`config.mk`:
```
export PLATFORM = sky130hd
export DESIGN_NAME = audio_tone_mute_source_regs
export DESIGN_NICKNAME = d
export VERILOG_FILES = /design/src/design/tone_regs_pkg.sv /design/src/design/tone_ctrl_if.sv /design/src/design/tone_decode.sv /design/src/design/audio_tone_mute_source_regs.sv
export SDC_FILE = /design/constraint.sdc
export NUM_CORES = 1
export LEC_CHECK = 0
export ABC_AREA = 1
export BUFFER_PORTS_ARGS = -buffer_cell sky130_fd_sc_hd__buf_4
export CORE_MARGIN = 2
export CORE_UTILIZATION = 40
export DETAILED_ROUTE_END_ITERATION = 8
export PLACE_DENSITY = 0.66
export SLEW_MARGIN = 20
export SYNTH_ARGS = -nofsm -noshare
export SYNTH_HDL_FRONTEND = slang
export SYNTH_HIERARCHICAL = 1
export SYNTH_SLANG_ARGS = --single-unit
export TNS_END_PERCENT = 50
```
`constraint.sdc`:
```
create_clock -name ref_clk -period 1.05 [get_ports ref_clk]
set_input_delay 0.1575 -clock ref_clk [delete_from_list [all_inputs] [get_ports ref_clk]]
set_output_delay 0.1575 -clock ref_clk [all_outputs]
set_load 0.01 [all_outputs]
```
`src/design/tone_regs_pkg.sv`:
```
// Constants and types for the tone, mute and converter source control registers
package tone_regs_pkg;

  // ------------------------------------------------------------------
  // Register addresses
  // ------------------------------------------------------------------
  localparam logic [7:0] ADDR_TONE = 8'h12;
  localparam logic [7:0] ADDR_MUTE = 8'h13;
  localparam logic [7:0] ADDR_SRC  = 8'h14;

  // ------------------------------------------------------------------
  // Field positions (most significant bit of each field)
  // ------------------------------------------------------------------
  localparam int PROF_MSB    = 15;
  localparam int TREBLE_MSB  = 13;
  localparam int BASS_MSB    = 11;
  localparam int FAST_BIT    = 15;
  localparam int SILENCE_BIT = 14;
  localparam int GAIN_BIT    = 13;
  localparam int DEEMPH_MSB  = 10;
  localparam int POL_BIT     = 15;
  localparam int RATE_BIT    = 14;
  localparam int SRC_MSB     = 9;

  // ------------------------------------------------------------------
  // Types
  // ------------------------------------------------------------------
  typedef enum logic [1:0] {
    PROF_FLAT  = 2'h0,
    PROF_MIN   = 2'h1,
    PROF_UNDEF = 2'h2,
    PROF_MAX   = 2'h3
  } tone_profile_t;

  typedef enum logic [1:0] {
    SRC_SER_PLL_SPDIF = 2'h0,
    SRC_SER_PLL_WS    = 2'h1,
    SRC_SPDIF_PLL     = 2'h2,
    SRC_SER_XTAL      = 2'h3
  } src_sel_t;

  // ------------------------------------------------------------------
  // Reset values
  // ------------------------------------------------------------------
  localparam tone_profile_t PROF_RST    = PROF_FLAT;
  localparam logic [1:0]    TREBLE_RST  = 2'h0;
  localparam logic [3:0]    BASS_RST    = 4'h0;
  localparam logic          FAST_RST    = 1'b0;
  localparam logic          SILENCE_RST = 1'b1;
  localparam logic          GAIN_RST    = 1'b0;
  localparam logic [2:0]    DEEMPH_RST  = 3'h0;
  localparam logic          POL_RST     = 1'b0;
  localparam logic          RATE_RST    = 1'b1;
  localparam src_sel_t      SRC_RST     = SRC_SPDIF_PLL;

  // ------------------------------------------------------------------
  // Tone limits in dB and operating modes
  // ------------------------------------------------------------------
  localparam logic [4:0] BASS_MIN_CAP_DB = 5'h12;
  localparam logic [4:0] BASS_MAX_CAP_DB = 5'h18;
  localparam logic [2:0] DEEMPH_NONE     = 3'h0;
  localparam logic [3:0] MODE_AUTO_A     = 4'h1;
  localparam logic [3:0] MODE_AUTO_B     = 4'h3;
  localparam logic [3:0] MODE_DE_LO      = 4'h4;
  localparam logic [3:0] MODE_DE_HI      = 4'h8;

endpackage

```
`src/design/tone_ctrl_if.sv`:
```
// Carrier between the register bank and the tone decoder
`timescale 1ns/1ps
interface tone_ctrl_if;
  import tone_regs_pkg::*;
  tone_profile_t profile;
  logic [1:0]    treble_code;
  logic [3:0]    bass_code;
  logic [2:0]    treble_db;
  logic [4:0]    bass_db;

  modport regs (output profile, output treble_code, output bass_code,
                input treble_db, input bass_db);
  modport dec  (input profile, input treble_code, input bass_code,
                output treble_db, output bass_db);
endinterface

```
`src/design/tone_decode.sv`:
```
// Tone decoder: profile, treble and bass codes to boost in dB
`timescale 1ns/1ps
module tone_decode (
  tone_ctrl_if.dec t
);
  import tone_regs_pkg::*;

  logic [4:0] bass_raw;

  // ------------------------------------------------------------------
  // Treble and bass boost, two dB per code step
  // ------------------------------------------------------------------
  always_comb begin
    bass_raw = {t.bass_code, 1'b0};
    unique case (t.profile)
      PROF_MIN: begin
        t.treble_db = {t.treble_code, 1'b0};
        t.bass_db   = (bass_raw > BASS_MIN_CAP_DB) ? BASS_MIN_CAP_DB : bass_raw;
      end
      PROF_MAX: begin
        t.treble_db = {t.treble_code, 1'b0};
        t.bass_db   = (bass_raw > BASS_MAX_CAP_DB) ? BASS_MAX_CAP_DB : bass_raw;
      end
      PROF_FLAT, PROF_UNDEF: begin
        // Flat, and the undefined code, give no boost
        t.treble_db = 3'h0;
        t.bass_db   = 5'h0;
      end
    endcase
  end

endmodule

```
`src/design/audio_tone_mute_source_regs.sv`:
```
// Write-only tone, mute and converter source control registers
`timescale 1ns/1ps

// Contract
// - Bits 15:14 of 12H pick tone profile: 00 flat (reset), 01 min, 11 max.
// - Treble bits 13:12 give 0 dB flat or undefined (10); otherwise 0, 2, 4, 6 dB.
// - Bass bits 11:8 give 0 dB flat or undefined (10); else 2 dB steps, capped 18 or 24.
// - Bit 15 of 13H: 0 soft mute (reset), 1 quick mute.
// - Output muted while mute bit (reset 1) or mute pin is high.
// - Bit 13 of 13H: interpolator gain 0 dB (reset) or 6 dB.
// - Bits 10:8 of 13H: de-emphasis none (reset), 32, 44.1, 48 kHz.
// - De-emphasis field acts in modes 4 to 8; modes 1, 3 apply it automatically.
// - Bit 15 of 14H inverts converter output polarity; reset leaves it unchanged.
// - Bit 14 of 14H selects sample-rate range; reset is the high range.
// - Bits 9:8 of 14H choose data source, clock source, PLL input; reset 10.
// - Codes: 00 serial/PLL/SPDIF, 01 serial/PLL/WS, 10 SPDIF/PLL/SPDIF, 11 serial/crystal.
module audio_tone_mute_source_regs (
  input  wire logic                  ref_clk,
  input  wire logic                  reset_n,
  input  wire logic                  wr_en,
  input  wire logic [7:0]            wr_addr,
  input  wire logic [15:0]           wr_data,
  input  wire logic                  mute_pin,
  input  wire logic [3:0]            op_mode,
  output tone_regs_pkg::tone_profile_t        tone_profile,
  output logic [2:0]                 treble_level,
  output logic [4:0]                 bass_boost_level,
  output logic                       fast_silence_select,
  output logic                       output_silence,
  output logic                       interpolator_gain_select,
  output logic [2:0]                 deemph_filter_select,
  output logic                       deemph_auto,
  output logic                       output_polarity_invert,
  output logic                       sample_rate_range,
  output logic                       dac_data_from_spdif,
  output logic                       dac_clk_from_xtal,
  output logic                       pll_in_from_ws
);
  import tone_regs_pkg::*;

  // ------------------------------------------------------------------
  // Stored register fields
  // ------------------------------------------------------------------
  tone_profile_t profile_r;
  logic [1:0]    treble_r;
  logic [3:0]    bass_r;
  logic          fast_r;
  logic          silence_r;
  logic          gain_r;
  logic [2:0]    deemph_r;
  logic          pol_r;
  logic          rate_r;
  src_sel_t      src_r;
  logic          deemph_field_on;
  logic          deemph_mode_auto;

  tone_ctrl_if tone_bus ();

  // ------------------------------------------------------------------
  // Register writes; reserved bits and unmapped addresses are dropped
  // ------------------------------------------------------------------

  // Tone register
  always_ff @(posedge ref_clk or negedge reset_n) begin
    if (!reset_n) begin
      profile_r <= PROF_RST;
      treble_r  <= TREBLE_RST;
      bass_r    <= BASS_RST;
    end else if (wr_en && wr_addr == ADDR_TONE) begin
      profile_r <= tone_profile_t'(wr_data[PROF_MSB -: 2]);
      treble_r  <= wr_data[TREBLE_MSB -: 2];
      bass_r    <= wr_data[BASS_MSB -: 4];
    end
  end

  // Mute, gain and de-emphasis register
  always_ff @(posedge ref_clk or negedge reset_n) begin
    if (!reset_n) begin
      fast_r    <= FAST_RST;
      silence_r <= SILENCE_RST;
      gain_r    <= GAIN_RST;
      deemph_r  <= DEEMPH_RST;
    end else if (wr_en && wr_addr == ADDR_MUTE) begin
      fast_r    <= wr_data[FAST_BIT];
      silence_r <= wr_data[SILENCE_BIT];
      gain_r    <= wr_data[GAIN_BIT];
      deemph_r  <= wr_data[DEEMPH_MSB -: 3];
    end
  end

  // Polarity, rate range and source register
  always_ff @(posedge ref_clk or negedge reset_n) begin
    if (!reset_n) begin
      pol_r  <= POL_RST;
      rate_r <= RATE_RST;
      src_r  <= SRC_RST;
    end else if (wr_en && wr_addr == ADDR_SRC) begin
      pol_r  <= wr_data[POL_BIT];
      rate_r <= wr_data[RATE_BIT];
      src_r  <= src_sel_t'(wr_data[SRC_MSB -: 2]);
    end
  end

  // ------------------------------------------------------------------
  // Tone decoding
  // ------------------------------------------------------------------
  assign tone_bus.profile     = profile_r;
  assign tone_bus.treble_code = treble_r;
  assign tone_bus.bass_code   = bass_r;

  tone_decode u_decode (
    .t (tone_bus.dec)
  );

  // Mode qualification of de-emphasis
  assign deemph_field_on  = (op_mode >= MODE_DE_LO) && (op_mode <= MODE_DE_HI);
  assign deemph_mode_auto = (op_mode == MODE_AUTO_A) || (op_mode == MODE_AUTO_B);

  // ------------------------------------------------------------------
  // Registered outputs to the sound path
  // ------------------------------------------------------------------

  // Tone outputs
  always_ff @(posedge ref_clk or negedge reset_n) begin
    if (!reset_n) begin
      tone_profile     <= PROF_RST;
      treble_level     <= 3'h0;
      bass_boost_level <= 5'h0;
    end else begin
      tone_profile     <= profile_r;
      treble_level     <= tone_bus.treble_db;
      bass_boost_level <= tone_bus.bass_db;
    end
  end

  // Mute, gain and de-emphasis outputs
  always_ff @(posedge ref_clk or negedge reset_n) begin
    if (!reset_n) begin
      fast_silence_select      <= FAST_RST;
      output_silence           <= SILENCE_RST;
      interpolator_gain_select <= GAIN_RST;
      deemph_filter_select     <= DEEMPH_NONE;
      deemph_auto              <= 1'b0;
    end else begin
      fast_silence_select      <= fast_r;
      output_silence           <= silence_r | mute_pin;
      interpolator_gain_select <= gain_r;
      deemph_filter_select     <= deemph_field_on ? deemph_r : DEEMPH_NONE;
      deemph_auto              <= deemph_mode_auto;
    end
  end

  // Polarity, range and source outputs
  always_ff @(posedge ref_clk or negedge reset_n) begin
    if (!reset_n) begin
      output_polarity_invert <= POL_RST;
      sample_rate_range      <= RATE_RST;
      dac_data_from_spdif    <= (SRC_RST == SRC_SPDIF_PLL);
      dac_clk_from_xtal      <= (SRC_RST == SRC_SER_XTAL);
      pll_in_from_ws         <= (SRC_RST == SRC_SER_PLL_WS);
    end else begin
      output_polarity_invert <= pol_r;
      sample_rate_range      <= rate_r;
      dac_data_from_spdif    <= (src_r == SRC_SPDIF_PLL);
      dac_clk_from_xtal      <= (src_r == SRC_SER_XTAL);
      pll_in_from_ws         <= (src_r == SRC_SER_PLL_WS);
    end
  end
endmodule

```
-- After elaboration in Yosys (flattened, before gate mapping)
Index checks and enable logic that the tools add are counted.
- bits in registers: 40
- input port bits: 32
- output and inout port bits: 22
- logic and storage cells: 52
- $lt $le $gt $ge: 4
- eq/ne operators: 11
- multiplexer cells: 5
- bitwise operators: 1
- reductions and logical operators: 8
- operator list (cell ; count):
    == test 8 x 5 -> 1 bit (second input constant) ; 3
    case mux 5 bit (3 select lines) ; 1
    > comparator 5 bit (second input constant) ; 2
    two-way mux 5 bit ; 2
    == test 2 bit (second input constant) ; 4
    case mux 3 bit (2 select lines) ; 1
    == test 2 x 1 -> 1 bit (second input constant) ; 2
    == test 4 x 1 -> 1 bit (second input constant) ; 1
    == test 4 x 2 -> 1 bit (second input constant) ; 1
    >= comparator 4 x 3 -> 1 bit (second input constant) ; 1
    less-or-equal comparator 4 bit (second input constant) ; 1
    logical AND 1 bit ; 4
    OR reduction 2 bit ; 2
    two-way mux 3 bit ; 1
    logical NOT 2 bit ; 1
    logical OR 1 bit ; 1
    OR 1 bit ; 1

-- Depth between registers and ports, before layout
Gate-level depths: netlist of the first run.
- depth after elaboration: 3
- gate-level depth with buffers: 7
- depth with buffers taken out: 6

-- Modules after synthesis
The synthesis of the first run kept the hierarchy.
- by module, submodules not included (module ; instances ; cells an instance ; area each (um^2) ; seq. area each (um^2)):
    audio_tone_mute_source_regs ; 1 ; 140 ; 1488.9 ; 1008.5
    tone_decode ; 1 ; 31 ; 133.9 ; 0.0

-- Least setup slack after synthesis of the first run
No wires, ideal clock.
- path type: input -> register
- start: input wr_addr[5]
- end: register deemph_r[0]
- setup time: 0.117 ns
- data arrival time: 0.711 ns
- data required time: 0.933 ns
- slack: 0.223 ns
- cell stages on the path: 6
- buffers on the path: 0
- cells stage by stage: inv_1 -> nand2_1 -> nor2_4 -> nand3_2 -> nand2_1 -> nand2_1
- longest elaborated chain between the ends: 2
- ends and longest elaborated chain (item ; line ; text):
    from (decl) ; audio_tone_mute_source_regs.sv:21 ; input wire logic [7:0] wr_addr,
    == test 8 x 5 -> 1 bit ; audio_tone_mute_source_regs.sv:83 ; end else if (wr_en && wr_addr == ADDR_MUTE) begin
    logical AND 1 bit ; audio_tone_mute_source_regs.sv:83 ;
    to (signal assigned) ; audio_tone_mute_source_regs.sv:87 ; deemph_r <= wr_data[DEEMPH_MSB -: 3];
    to (decl) ; audio_tone_mute_source_regs.sv:50 ; logic [2:0] deemph_r;
Every way passes these cells.
A chain may end at the register's enable or synchronous reset.

-- Worst setup path in the final report of the first run
- start: register sample_rate_range
- end: output sample_rate_range
- RTL lines (item ; line ; text):
    from (decl) ; audio_tone_mute_source_regs.sv:34 ; output logic sample_rate_range,
    from (signal assigned) ; audio_tone_mute_source_regs.sv:163 ; sample_rate_range <= rate_r;
No word-level cell between the ends.

==> PnR_summary.wiki, run 1 <==
{| class="wikitable"
! Metric !! Value
|-
| XOR/XNOR share of the synthesized area || 0%
|-
| Top delay family on crit path || flip-flops
|-
| Largest net degree at the start of global routing || 41
|-
| Routability congestion estimate || 0.778
|-
| Final clock skew || 5.38 ps
|-
| Arithmetic-cell share of the synthesized area counting full adders, half adders and majority gates || 0%
|-
| Number of cells produced by synthesis || 171
|-
| Insertion delay to the later sink of the worst-skew pair || 290 ps
|-
| Number of DRC violations after detailed routing || 0
|-
| Busiest metal layer after global routing || met2
|-
| Synth-to-Final Area Change || 32.2%
|-
| Global Route met3 Usage || 5.17%
|-
| Total wirelength of the detailed-routed design || 2.84 mm
|-
| Warnings from Yosys || 6
|-
| Antenna diode count || 0
|-
| Remaining antenna violation count || 0
|-
| Hold path start || mute_pin
|-
| Router iterations before antenna repair || 4
|-
| HPWL after detailed placement || 2.08 mm
|-
| Final hold violations || 0
|-
| CTS sink cnt || 40
|-
| Levels on crit path || 1
|-
| VDD IR-drop max || 763 uV
|-
| Num ports || 54
|-
| Initial core utilization || 41.2%
|-
| Reg2Reg Depth || 5
|-
| Register area share after synthesis || 62.1%
|-
| Core utilization of the finished layout || 54.4%
|-
| All-Layer GR Usage || 14.1%
|-
| Root cell of the clock tree || sky130_fd_sc_hd__clkbuf_8
|-
| Number of cells traversed by the worst hold path || 2
|-
| Minimum setup slack after placement || 16.4 ps
|-
| 1st-iter DRT viols || 62
|-
| Number of setup violations in the final report || 3
|-
| Die footprint || 0.00458 mm2
|-
| Overall via count from detail_route || 1185
|-
| Critical path peak fanout || 1
|-
| RSZ-0062 raised after global routing || yes
|-
| Max Cap Viol || 0
|-
| Leak || 1.20 nW
|-
| Data required, critical path || 890 ps
|-
| #FFs+latches synth || 40
|-
| Cell Count Post-Placement || 267
|-
| Remaining Overflow, GRT || 0
|-
| CTS buffer count || 5
|-
| R2R Setup Slk || 190 ps
|-
| Met1 usage in global routing || 18.0%
|-
| Synth Area in Compound Gates || 0.925%
|-
| Slowest CP cell || sky130_fd_sc_hd__dfstp_2
|-
| Via count normalized by instance count || 4.29
|-
| Area of the core region || 0.00394 mm2
|-
| Vias in the first global route || 1078
|-
| Total power draw || 0.00300 W
|-
| Maximum level of the CTS H-tree || 2
|-
| Count of buffers inserted at the top-level ports || 45
|-
| CP Capture Type || primary output
|-
| Number of pins with negative max-slew slack in the final report || 0
|-
| Fraction of the mapped netlist area in simple logic gates || 29.3%
|-
| Violations in the final reports || setup timing
|-
| Final-stage net count || 257
|-
| Ordered cell list for the critical path || buf_6
|-
| Worst path buffer plus inverter count || 1
|-
| Category of the worst setup path launch point || register
|-
| Filler-free cell count of the finished design || 276
|-
| Final worst slack || -11.1 ps
|-
| Total number of placement rows || 23
|-
| Clock tree from TritonCTS || done
|-
| First-pass GRT wire length || 4.59 mm
|-
| Max Buffers Root-to-Sink || 2
|-
| Fmax achieved || 942 MHz
|-
| DIE WIDTH || 67.7 um
|-
| Worst Path Arrival || 900 ps
|-
| Tmin final || 1060 ps
|-
| Setup TNS after final layout || -27.3 ps
|-
| Setup Crit Path Kind || reg2out
|-
| PwrDens || 1400 mW/mm2
|-
| Reg2Reg Launch Point || bass_r[3]
|-
| Critical register-to-register path endpoint || bass_boost_level[1]
|-
| Mux share of post-synthesis cell area || 0%
|-
| M2 GR Usage || 20.5%
|-
| Outcome || complete, but fails checks
|-
| Count of unique library cells instantiated by Yosys || 20
|-
| Post-Syn Area per Cell || 9.49 um2
|-
| Delay of the slowest cell on the worst path || 530 ps
|-
| Min-Delay Path Class || in2reg
|-
| Number of antenna violations at the first check in global routing || 0
|-
| Average detailed-routed wire length per instance || 10.3 um
|-
| Period utilisation layout || 101%
|-
| Die Y || 67.7 um
|-
| Fraction of layout cells with a size suffix above 1 || 34.1%
|-
| Cell area after synthesis || 0.00162 mm2
|-
| End point of the most critical hold path || output_silence
|-
| Clock-pin slew of the registers on the worst-case setup and hold paths || 70 ps
|-
| Main combinational cell family by area after synthesis || simple AND/OR/NAND/NOR gates
|}
[what timing repair did]
action | CTS | global route
hold endpoints to repair | 34 | 0
setup buffers | 0 | 0
hold buffers | 1 | 0
endpoints found under the setup margin | 3 | 3
gates cloned | 0 | 0
gates resized for setup | 3 | 0
[layout make-up]
type                            count  area [um2]
Fill cell                         380        1800
Sequential cell                    40        1010
Multi-Input combinational cell    104         498
Timing Repair Buffer               49         382
Clock buffer                        8         100
Inverter                           25        93.8
Tap cell                           50        62.6
[power breakdown]
| group | internal (W) | switching [W] | total [W] | leakage, nW |
|---|---|---|---|---|
| Clock | 0.000599 | 0.000484 | 0.00108 | 0.0515 |
| Combinational | 0.000134 | 0.000141 | 0.000275 | 0.623 |
| Sequential | 0.00161 | 0.0000347 | 0.00164 | 0.528 |
| Total | 0.00234 | 0.000660 | 0.00300 | 1.20 |
[how the worst max path moves through the flow]
stage	start	to	slack (ps)
floorplan	wr_addr[5]	deemph_r[0]	220
global placement	wr_addr[5]	deemph_r[2]	40
detailed placement	wr_addr[7]	fast_r	20
CTS	sample_rate_range	sample_rate_range	-20
global route	sample_rate_range	sample_rate_range	-50
finish	sample_rate_range	sample_rate_range	-10
[cells by family (layout without fill, tap and decap cells)]
kind of cell / count (synthesis) / after routing
compound gates: 3 / 3
buf+inv: 28 / 82
flops: 40 / 40
simple gates: 99 / 99
other cells: 1 / 2
[synthesized netlist by cell type (all sizes together)]
cell type	number	share of area [%]
nand4	1	0.39
nand3	23	8.2
conb	1	0.23
nor2	14	5.7
or2	3	1.3
a21oi	2	0.62
o21ai	1	0.31
dfstp	6	9.7
nand2	58	14
inv	25	5.8
dfrtp	34	52
buf	3	1.6
[placed cells by master, fill, tap and decap left out]
cell type                       netlist  layout
sky130_fd_sc_hd__nand2_1             56      56
sky130_fd_sc_hd__buf_4                2      45
sky130_fd_sc_hd__dfrtp_1             34      34
sky130_fd_sc_hd__inv_1               22      22
sky130_fd_sc_hd__nand3_1             21      21
sky130_fd_sc_hd__nor2_1               8       8
sky130_fd_sc_hd__clkbuf_8             0       7
sky130_fd_sc_hd__dfstp_2              6       6
sky130_fd_sc_hd__nor2_4               5       5
sky130_fd_sc_hd__inv_2                3       3
sky130_fd_sc_hd__buf_6                1       3
sky130_fd_sc_hd__or2_2                2       2
sky130_fd_sc_hd__nand2_2              2       2
sky130_fd_sc_hd__a21oi_1              2       2
sky130_fd_sc_hd__conb_1               1       2
sky130_fd_sc_hd__o21ai_0              1       1
sky130_fd_sc_hd__or2_4                1       1
sky130_fd_sc_hd__nand3_4              1       1
sky130_fd_sc_hd__nand3_2              1       1
sky130_fd_sc_hd__clkbuf_1             0       1
sky130_fd_sc_hd__dlygate4sd3_1        0       1
sky130_fd_sc_hd__nor2_2               1       1
sky130_fd_sc_hd__nand4_1              1       1
[registers in the layout, summed over array words and instances (netlist names), 2 cells and up]
name and cells:
profile_r 2, treble_level 3, deemph_r 3, tone_profile 2, deemph_filter_select 3, src_r 2
tone_bus.treble_code 2, bass_r 4, bass_boost_level 5
[metrics by stage]
| step | instance area [um2] | hold slack [ps] |
|---|---|---|
| final | 2140 | 61.0 |
| after global routing | 2140 | 51.3 |
| after CTS | 2140 | 52.4 |
| after detailed placement | 2020 | 158 |
| after global placement | 2020 | 153 |
| after floorplan | 1630 | -138 |
[per-layer routing]
layer	routed length [um]	vias up
met4	69	0
met1	1290	525
li1	-	623
met3	160	5
met5	0	-
met2	1320	32
(Power assumes the default switching activity.)
==> run 2: changes to the inputs <==
--- a/config.mk
+++ b/config.mk
@@ -6,11 +6,13 @@
 export NUM_CORES = 1
 export LEC_CHECK = 0
 export ABC_AREA = 1
-export BUFFER_PORTS_ARGS = -buffer_cell sky130_fd_sc_hd__buf_4
+export BUFFER_PORTS_ARGS = -buffer_cell sky130_fd_sc_hd__buf_2
 export CORE_MARGIN = 2
 export CORE_UTILIZATION = 40
+export CTS_CLUSTER_SIZE = 12
 export DETAILED_ROUTE_END_ITERATION = 8
 export PLACE_DENSITY = 0.66
+export SKIP_CTS_REPAIR_TIMING = 1
 export SLEW_MARGIN = 20
 export SYNTH_ARGS = -nofsm -noshare
 export SYNTH_HDL_FRONTEND = slang
==> run 2 against run 1 <==
  * The run still ends with setup timing left
  * Highest routed layer unchanged
  * First-iteration DRC count is 39% lower
  * Register-to-register slack hardly changed
  * Critical endpoint is now output_silence
  * Largest power group unchanged
  * Maximum frequency is 0.31% lower
  * Die area stayed put
==> PnR_summary.wiki, run 2 (synthesis results as in run 1) <==
{| class="wikitable"
! Metric !! Value
|-
| Fraction of layout cells with a size suffix above 1 || 34.8% (+0.73 points)
|-
| Final Cell Area || 0.00206 mm2 (-3.8%)
|-
| Switching part of the total power || 22.3% (+0.35 points)
|-
| Data required, critical path || 890 ps (about the same)
|-
| Most common library cell in the layout ignoring fill and taps || sky130_fd_sc_hd__nand2_1
|-
| Min-Delay Path Class || in2reg
|-
| Antenna diode count || 0 (unchanged)
|-
| Final-stage net count || 259 (+0.78%)
|-
| Final clock skew || 1.39 ps (-3.99 ps)
|-
| Setup Crit Path Kind || reg2out
|-
| First-pass GRT wire length || 4.56 mm (-0.61%)
|-
| Cell Area, Placed || 0.00194 mm2 (-4.2%)
|-
| CTS sink cnt || 40 (unchanged)
|-
| Cell-internal power || 0.00230 W (-1.7%)
|-
| Insertion delay to the later sink of the worst-skew pair || 290 ps (about the same)
|-
| Worst path buffer plus inverter count || 1 (unchanged)
|-
| Minimum setup slack after placement || 38.7 ps (+22.2 ps)
|-
| Overall via count from detail_route || 1220 (+3.0%)
|-
| Total number of placement rows || 23 (unchanged)
|-
| Register name with the most flops || bass_boost_level
|-
| Outcome || complete, but fails checks
|-
| Final worst slack || -14.4 ps (-3.31 ps)
|-
| 1st-iter DRT viols || 38 (-39%)
|-
| Vias in the first global route || 1027 (-4.7%)
|-
| Initial core utilization || 41.2% (unchanged)
|-
| CTS buffer count || 5 (unchanged)
|-
| Fmax achieved || 940 MHz (-0.31%)
|-
| Clock tree from TritonCTS || done
|-
| Max Buffers Root-to-Sink || 2 (unchanged)
|-
| Worst Path Arrival || 910 ps (about the same)
|-
| Count of buffers inserted at the top-level ports || 45 (unchanged)
|-
| Period utilisation layout || 101% (+0.32 points)
|-
| PwrDens || 1440 mW/mm2 (+2.7%)
|-
| Maximum level of the CTS H-tree || 2 (unchanged)
|-
| Number of pins with negative max-slew slack in the final report || 0 (unchanged)
|-
| Tmin final || 1060 ps (+3.31 ps)
|-
| Part of the total power dissipated in combinational logic || 8.5% (-0.7 points)
|-
| Die Y || 67.7 um (unchanged)
|-
| Category of the worst setup path launch point || register
|-
| Delay of the slowest cell on the worst path || 530 ps (about the same)
|-
| Number of antenna violations at the first check in global routing || 0 (unchanged)
|-
| Via count normalized by instance count || 4.40 (+2.6%)
|-
| Final hold violations || 0 (unchanged)
|-
| HPWL after detailed placement || 2.06 mm (-0.85%)
|-
| DIE WIDTH || 67.7 um (unchanged)
|-
| Number of DRC violations after detailed routing || 0 (unchanged)
|-
| Seq pwr share || 55.4% (+0.7 points)
|-
| Power share of the clock group || 36.1% (about the same)
|-
| Die footprint || 0.00458 mm2 (unchanged)
|-
| Largest net degree at the start of global routing || 41 (unchanged)
|-
| Remaining Overflow, GRT || 0 (unchanged)
|-
| RSZ-0062 raised after global routing || yes
|-
| Number of setup violations in the final report || 3 (unchanged)
|-
| Synth-to-Final Area Change || 27.1%
|-
| Critical path peak fanout || 1 (unchanged)
|-
| Regs by FF count || bass_boost_level: 5 flops, bass_r: 4 flops
|-
| Net Switching || 0.000662 W (+0.38%)
|-
| Routability congestion estimate || 0.782 (+0.53%)
|-
| Num ports || 54 (unchanged)
|-
| Root cell of the clock tree || sky130_fd_sc_hd__clkbuf_8
|-
| Top delay family on crit path || flip-flops
|-
| Number of fill cells in the layout || 368 (-3.2%)
|-
| Leak || 1.20 nW (-0.60%)
|-
| Slowest CP cell || sky130_fd_sc_hd__dfstp_2
|-
| VDD IR-drop max || 670 uV (-12%)
|-
| Total wirelength of the detailed-routed design || 2.78 mm (-2.2%)
|-
| Violations in the final reports || setup timing
|-
| Most frequent cells in the layout || 56 x sky130_fd_sc_hd__nand2_1, 42 x sky130_fd_sc_hd__buf_2, 34 x sky130_fd_sc_hd__dfrtp_1, 22 x sky130_fd_sc_hd__inv_1, 21 x sky130_fd_sc_hd__nand3_1
|-
| All-Layer GR Usage || 14.2% (+0.081 points)
|-
| Router iterations before antenna repair || 4 (unchanged)
|-
| Clock-pin slew of the registers on the worst-case setup and hold paths || 70 ps (about the same)
|-
| Remaining antenna violation count || 0 (unchanged)
|-
| CP Capture Type || primary output
|-
| Average detailed-routed wire length per instance || 10.0 um (-2.5%)
|-
| Max Cap Viol || 0 (unchanged)
|-
| Ordered cell list for the critical path || buf_6
|-
| Area of the core region || 0.00394 mm2 (unchanged)
|-
| Max FFs per register || 5 (unchanged)
|}
==> run 2: cell types whose count changed in the layout (fill, tap and decap cells not counted) <==
cell	change
sky130_fd_sc_hd__buf_12	+1
sky130_fd_sc_hd__buf_4	-41
sky130_fd_sc_hd__buf_2	+42
sky130_fd_sc_hd__clkbuf_1	-1
==> run 2: final timing paths <==
| path | slack [ps] | end | cells past startpoint | start |
|---|---|---|---|---|
| setup / recovery | -10 | output_silence | 1 | output_silence |
| hold / removal | 50 | output_silence | 2 | mute_pin |
| setup reg to reg | 180 | bass_boost_level[1] | 5 | bass_r[3] |
| hold reg to reg | 370 | sample_rate_range | 0 | rate_r |
| max in group asynchronous | 440 | silence_r | 3 | reset_n |
| min in group asynchronous | 370 | tone_profile[1] | 3 | reset_n |
==> run 2: layout make-up <==
class / instances / area, um2 / share of cell area (%)
flip-flops and latches: 40 / 1010 / 48.9
multi-input cells: 104 / 498 / 24.1
well taps: 50 / 62.6 / 3.03
inverters: 25 / 93.8 / 4.55
clock buffers: 7 / 96.3 / 4.67
repair buffers: 51 / 304 / 14.7
==> run 2: routing by layer <==
metal	up-vias	share of wire, %	GRT usage (%)
li1	627	-	-
met1	553	45	17.8
met2	35	45	20.7
met3	5	7.2	6.00
met4	0	2.1	7.65
met5	-	0	0
==> run 2: per-stage QoR <==
stage	utilization, %	TNS (ps)	cells	hold WS, ps	power, W
after detailed placement	49.2	0	269	141	0.00192
after floorplan	-	0	172	-138	0.00178
after CTS	51.6	-105	276	-174	0.00299
after global routing	52.3	-119	277	55.0	0.00310
after global placement	49.2	0	269	139	0.00191
final	52.3	-39.0	277	53.6	0.00296
==> run 2: power groups by stage <==
stage,registers [W],clock network [W],logic [W]
after floorplan,0.00168,0,0.0000990
after global placement,0.00167,0,0.000242
after detailed placement,0.00167,0,0.000247
after CTS,0.00164,0.00110,0.000247
after global routing,0.00165,0.00116,0.000287
final,0.00164,0.00107,0.000251
==> run 3: changes to the inputs <==
--- a/config.mk
+++ b/config.mk
@@ -13,7 +13,6 @@
 export DETAILED_ROUTE_END_ITERATION = 8
 export PLACE_DENSITY = 0.66
 export SKIP_CTS_REPAIR_TIMING = 1
-export SLEW_MARGIN = 20
 export SYNTH_ARGS = -nofsm -noshare
 export SYNTH_HDL_FRONTEND = slang
 export SYNTH_HIERARCHICAL = 1
==> constraint.sdc (replaced) <==
create_clock -name ref_clk -period 1.05 [get_ports ref_clk]
set_input_delay 0 -clock ref_clk [delete_from_list [all_inputs] [get_ports ref_clk]]
set_output_delay 0 -clock ref_clk [all_outputs]
set_load 0.01 [all_outputs]
==> run 3 against run 2 <==
  * The flow now finishes without violations
  * Worst hold slack gained 6.2 ps
  * Flip-flop and latch count is the same
  * Design area grew 4.4%
  * Die area is the same
  * Via count grew 7.5%
  * Highest routed layer unchanged
==> PnR_summary.wiki, run 3 (synthesis results as in run 1) <==
{| class="wikitable"
! Metric !! Value
|-
| Delay of the slowest cell on the worst path || 530 ps (about the same)
|-
| Initial core utilization || 41.2% (unchanged)
|-
| Clock tree from TritonCTS || done
|-
| Category of the worst setup path launch point || primary input
|-
| Number of setup violations in the final report || 0 (-3)
|-
| Routability congestion estimate || 0.797 (+1.9%)
|-
| VDD IR-drop max || 583 uV (-13%)
|-
| Insertion delay to the later sink of the worst-skew pair || 290 ps (about the same)
|-
| Power share of the clock group || 36.1% (about the same)
|-
| Antenna diode count || 0 (unchanged)
|-
| Count of buffers inserted at the top-level ports || 45 (unchanged)
|-
| Reg2Reg Depth || 5 (unchanged)
|-
| RSZ-0062 raised after global routing || no
|-
| Fraction of layout cells with a size suffix above 1 || 32.4% (-2.4 points)
|-
| CP startpoint || op_mode[3]
|-
| Worst path buffer plus inverter count || 2 (+1)
|-
| Number of pins with negative max-slew slack in the final report || 0 (unchanged)
|-
| Number of DRC violations after detailed routing || 0 (unchanged)
|-
| Max FFs per register || 5 (unchanged)
|-
| R2R Setup Slk || 170 ps (about the same)
|-
| 1st-iter DRT viols || 47 (+24%)
|-
| Root cell of the clock tree || sky130_fd_sc_hd__clkbuf_8
|-
| Switching part of the total power || 22.3% (about the same)
|-
| Max Buffers Root-to-Sink || 2 (unchanged)
|-
| Number of antenna violations at the first check in global routing || 0 (unchanged)
|-
| Average detailed-routed wire length per instance || 10.7 um (+6.5%)
|-
| Max Cap Viol || 0 (unchanged)
|-
| Regs by FF count || bass_boost_level: 5 flops, bass_r: 4 flops
|-
| Setup TNS after final layout || 0 ps (+39.0 ps)
|-
| Total number of placement rows || 23 (unchanged)
|-
| Overall via count from detail_route || 1311 (+7.5%)
|-
| Critical register-to-register path endpoint || bass_boost_level[1]
|-
| Final clock skew || 7.56 ps (+6.17 ps)
|-
| Tmin final || 953 ps (-112 ps)
|-
| Number of cells traversed by the worst hold path || 4 (+2)
|-
| Register name with the most flops || bass_boost_level
|-
| Seq pwr share || 54.6% (-0.8 points)
|-
| First-pass GRT wire length || 4.84 mm (+6.2%)
|-
| Total wirelength of the detailed-routed design || 3.07 mm (+11%)
|-
| Vias in the first global route || 1152 (+12%)
|-
| CTS sink cnt || 40 (unchanged)
|-
| Top delay family on crit path || buffers and inverters
|-
| Num ports || 54 (unchanged)
|-
| Period utilisation layout || 90.7% (-11 points)
|-
| Final-stage net count || 269 (+3.9%)
|-
| Die footprint || 0.00458 mm2 (unchanged)
|-
| Die Y || 67.7 um (unchanged)
|-
| Area of the core region || 0.00394 mm2 (unchanged)
|-
| HPWL after detailed placement || 2.19 mm (+6.4%)
|-
| Outcome || finished, final reports clean
|-
| Slowest CP cell || sky130_fd_sc_hd__dlygate4sd3_1
|-
| Levels on crit path || 5 (+4)
|-
| Most frequent cells in the layout || 56 x sky130_fd_sc_hd__nand2_1, 45 x sky130_fd_sc_hd__buf_2, 34 x sky130_fd_sc_hd__dfrtp_1, 22 x sky130_fd_sc_hd__inv_1, 21 x sky130_fd_sc_hd__nand3_1
|-
| Router iterations before antenna repair || 6 (+2)
|-
| All-Layer GR Usage || 14.5% (+0.32 points)
|-
| Total power draw || 0.00301 W (+1.4%)
|-
| Clock-pin slew of the registers on the worst-case setup and hold paths || 70 ps (about the same)
|-
| Largest net degree at the start of global routing || 22 (-46%)
|-
| Worst setup path end || deemph_filter_select[2]
|-
| Worst Path Arrival || 1140 ps (+230 ps)
|-
| Leak || 1.23 nW (+3.1%)
|-
| CTS buffer count || 5 (unchanged)
|-
| Synth-to-Final Area Change || 32.7%
|-
| Fmax achieved || 1050 MHz (+12%)
|-
| Ordered cell list for the critical path || dlygate4sd3_1, buf_2, or2_2, nand2_1, nor2_1
|-
| Most common library cell in the layout ignoring fill and taps || sky130_fd_sc_hd__nand2_1
|-
| CP Capture Type || register
|-
| Maximum level of the CTS H-tree || 2 (unchanged)
|-
| Cell-internal power || 0.00233 W (+1.4%)
|-
| Remaining Overflow, GRT || 0 (unchanged)
|-
| DIE WIDTH || 67.7 um (unchanged)
|-
| PwrDens || 1400 mW/mm2 (-2.8%)
|-
| Setup Crit Path Kind || in2reg
|-
| Data required, critical path || 1240 ps (+350 ps)
|-
| Net Switching || 0.000672 W (+1.5%)
|-
| Final hold violations || 0 (unchanged)
|-
| Via count normalized by instance count || 4.55 (+3.4%)
|-
| Reg2Reg Launch Point || bass_r[3]
|-
| Remaining antenna violation count || 0 (unchanged)
|-
| Critical path peak fanout || 3 (+2)
|-
| Part of the total power dissipated in combinational logic || 9.2% (+0.7 points)
|-
| Min-Delay Path Class || in2reg
|}
-- run 3: changes by cell type in the layout (fill, tap and decap cells not counted), sizes merged --
cell and change:
buf -2, dlygate4sd3 +12, clkbuf +1
-- run 3: worst min path at each step --
stage                     startpoint                   to  slack, ps
after floorplan              reset_n  bass_boost_level[0]       -300
after global placement       reset_n      tone_profile[1]        -20
after detailed placement     reset_n      tone_profile[1]        -20
after CTS                    reset_n             src_r[0]       -330
after global routing      wr_addr[0]            bass_r[1]         80
final                     wr_addr[0]            bass_r[0]         60
-- run 3: final cells by class --
cell class	count	area, um2
sequential	40	1010
multi-input combinational	104	498
inverter	25	93.8
tap	50	62.6
clock buffer	8	100
timing repair buffer	61	390
fill	362	1790
-- run 3: per-stage QoR --
step | area, um2 | worst slack [ps] | hold slack, ps | util (%) | cells
3_5_place_dp | 1920 | 133 | -15.3 | 48.8 | 267
4_1_cts | 2020 | 121 | -330 | 51.3 | 275
6_report | 2150 | 97.5 | 59.9 | 54.6 | 288
3_3_place_gp | 1920 | 157 | -20.0 | 48.8 | 267
5_1_grt | 2150 | 29.6 | 79.5 | 54.6 | 288
2_1_floorplan | 1630 | 277 | -296 | - | 172
-- run 3: power by group through the flow --
stage / combinational, W / clock (W) / sequential, W
after global placement: 0.000236 / 0 / 0.00167
final: 0.000278 / 0.00109 / 0.00164
after global routing: 0.000317 / 0.00119 / 0.00165
after CTS: 0.000243 / 0.00112 / 0.00164
after detailed placement: 0.000243 / 0 / 0.00167
after floorplan: 0.0000990 / 0 / 0.00168
-- run 3: worst reg2reg max path, delay by kind of cell, from the launching register on --
kind                   cells  cell delay, ps
DFF                        1             430
and+or+nand+nor            4             270
buffers and inverters      1              80
-- run 3: metal layers --
| layer | track usage, % | routed length (um) | up-vias |
|---|---|---|---|
| met5 | 0 | 0 | - |
| met4 | 7.14 | 65 | 0 |
| met3 | 4.50 | 192 | 5 |
| met2 | 23.9 | 1550 | 38 |
| met1 | 17.2 | 1270 | 620 |
| li1 | - | - | 648 |
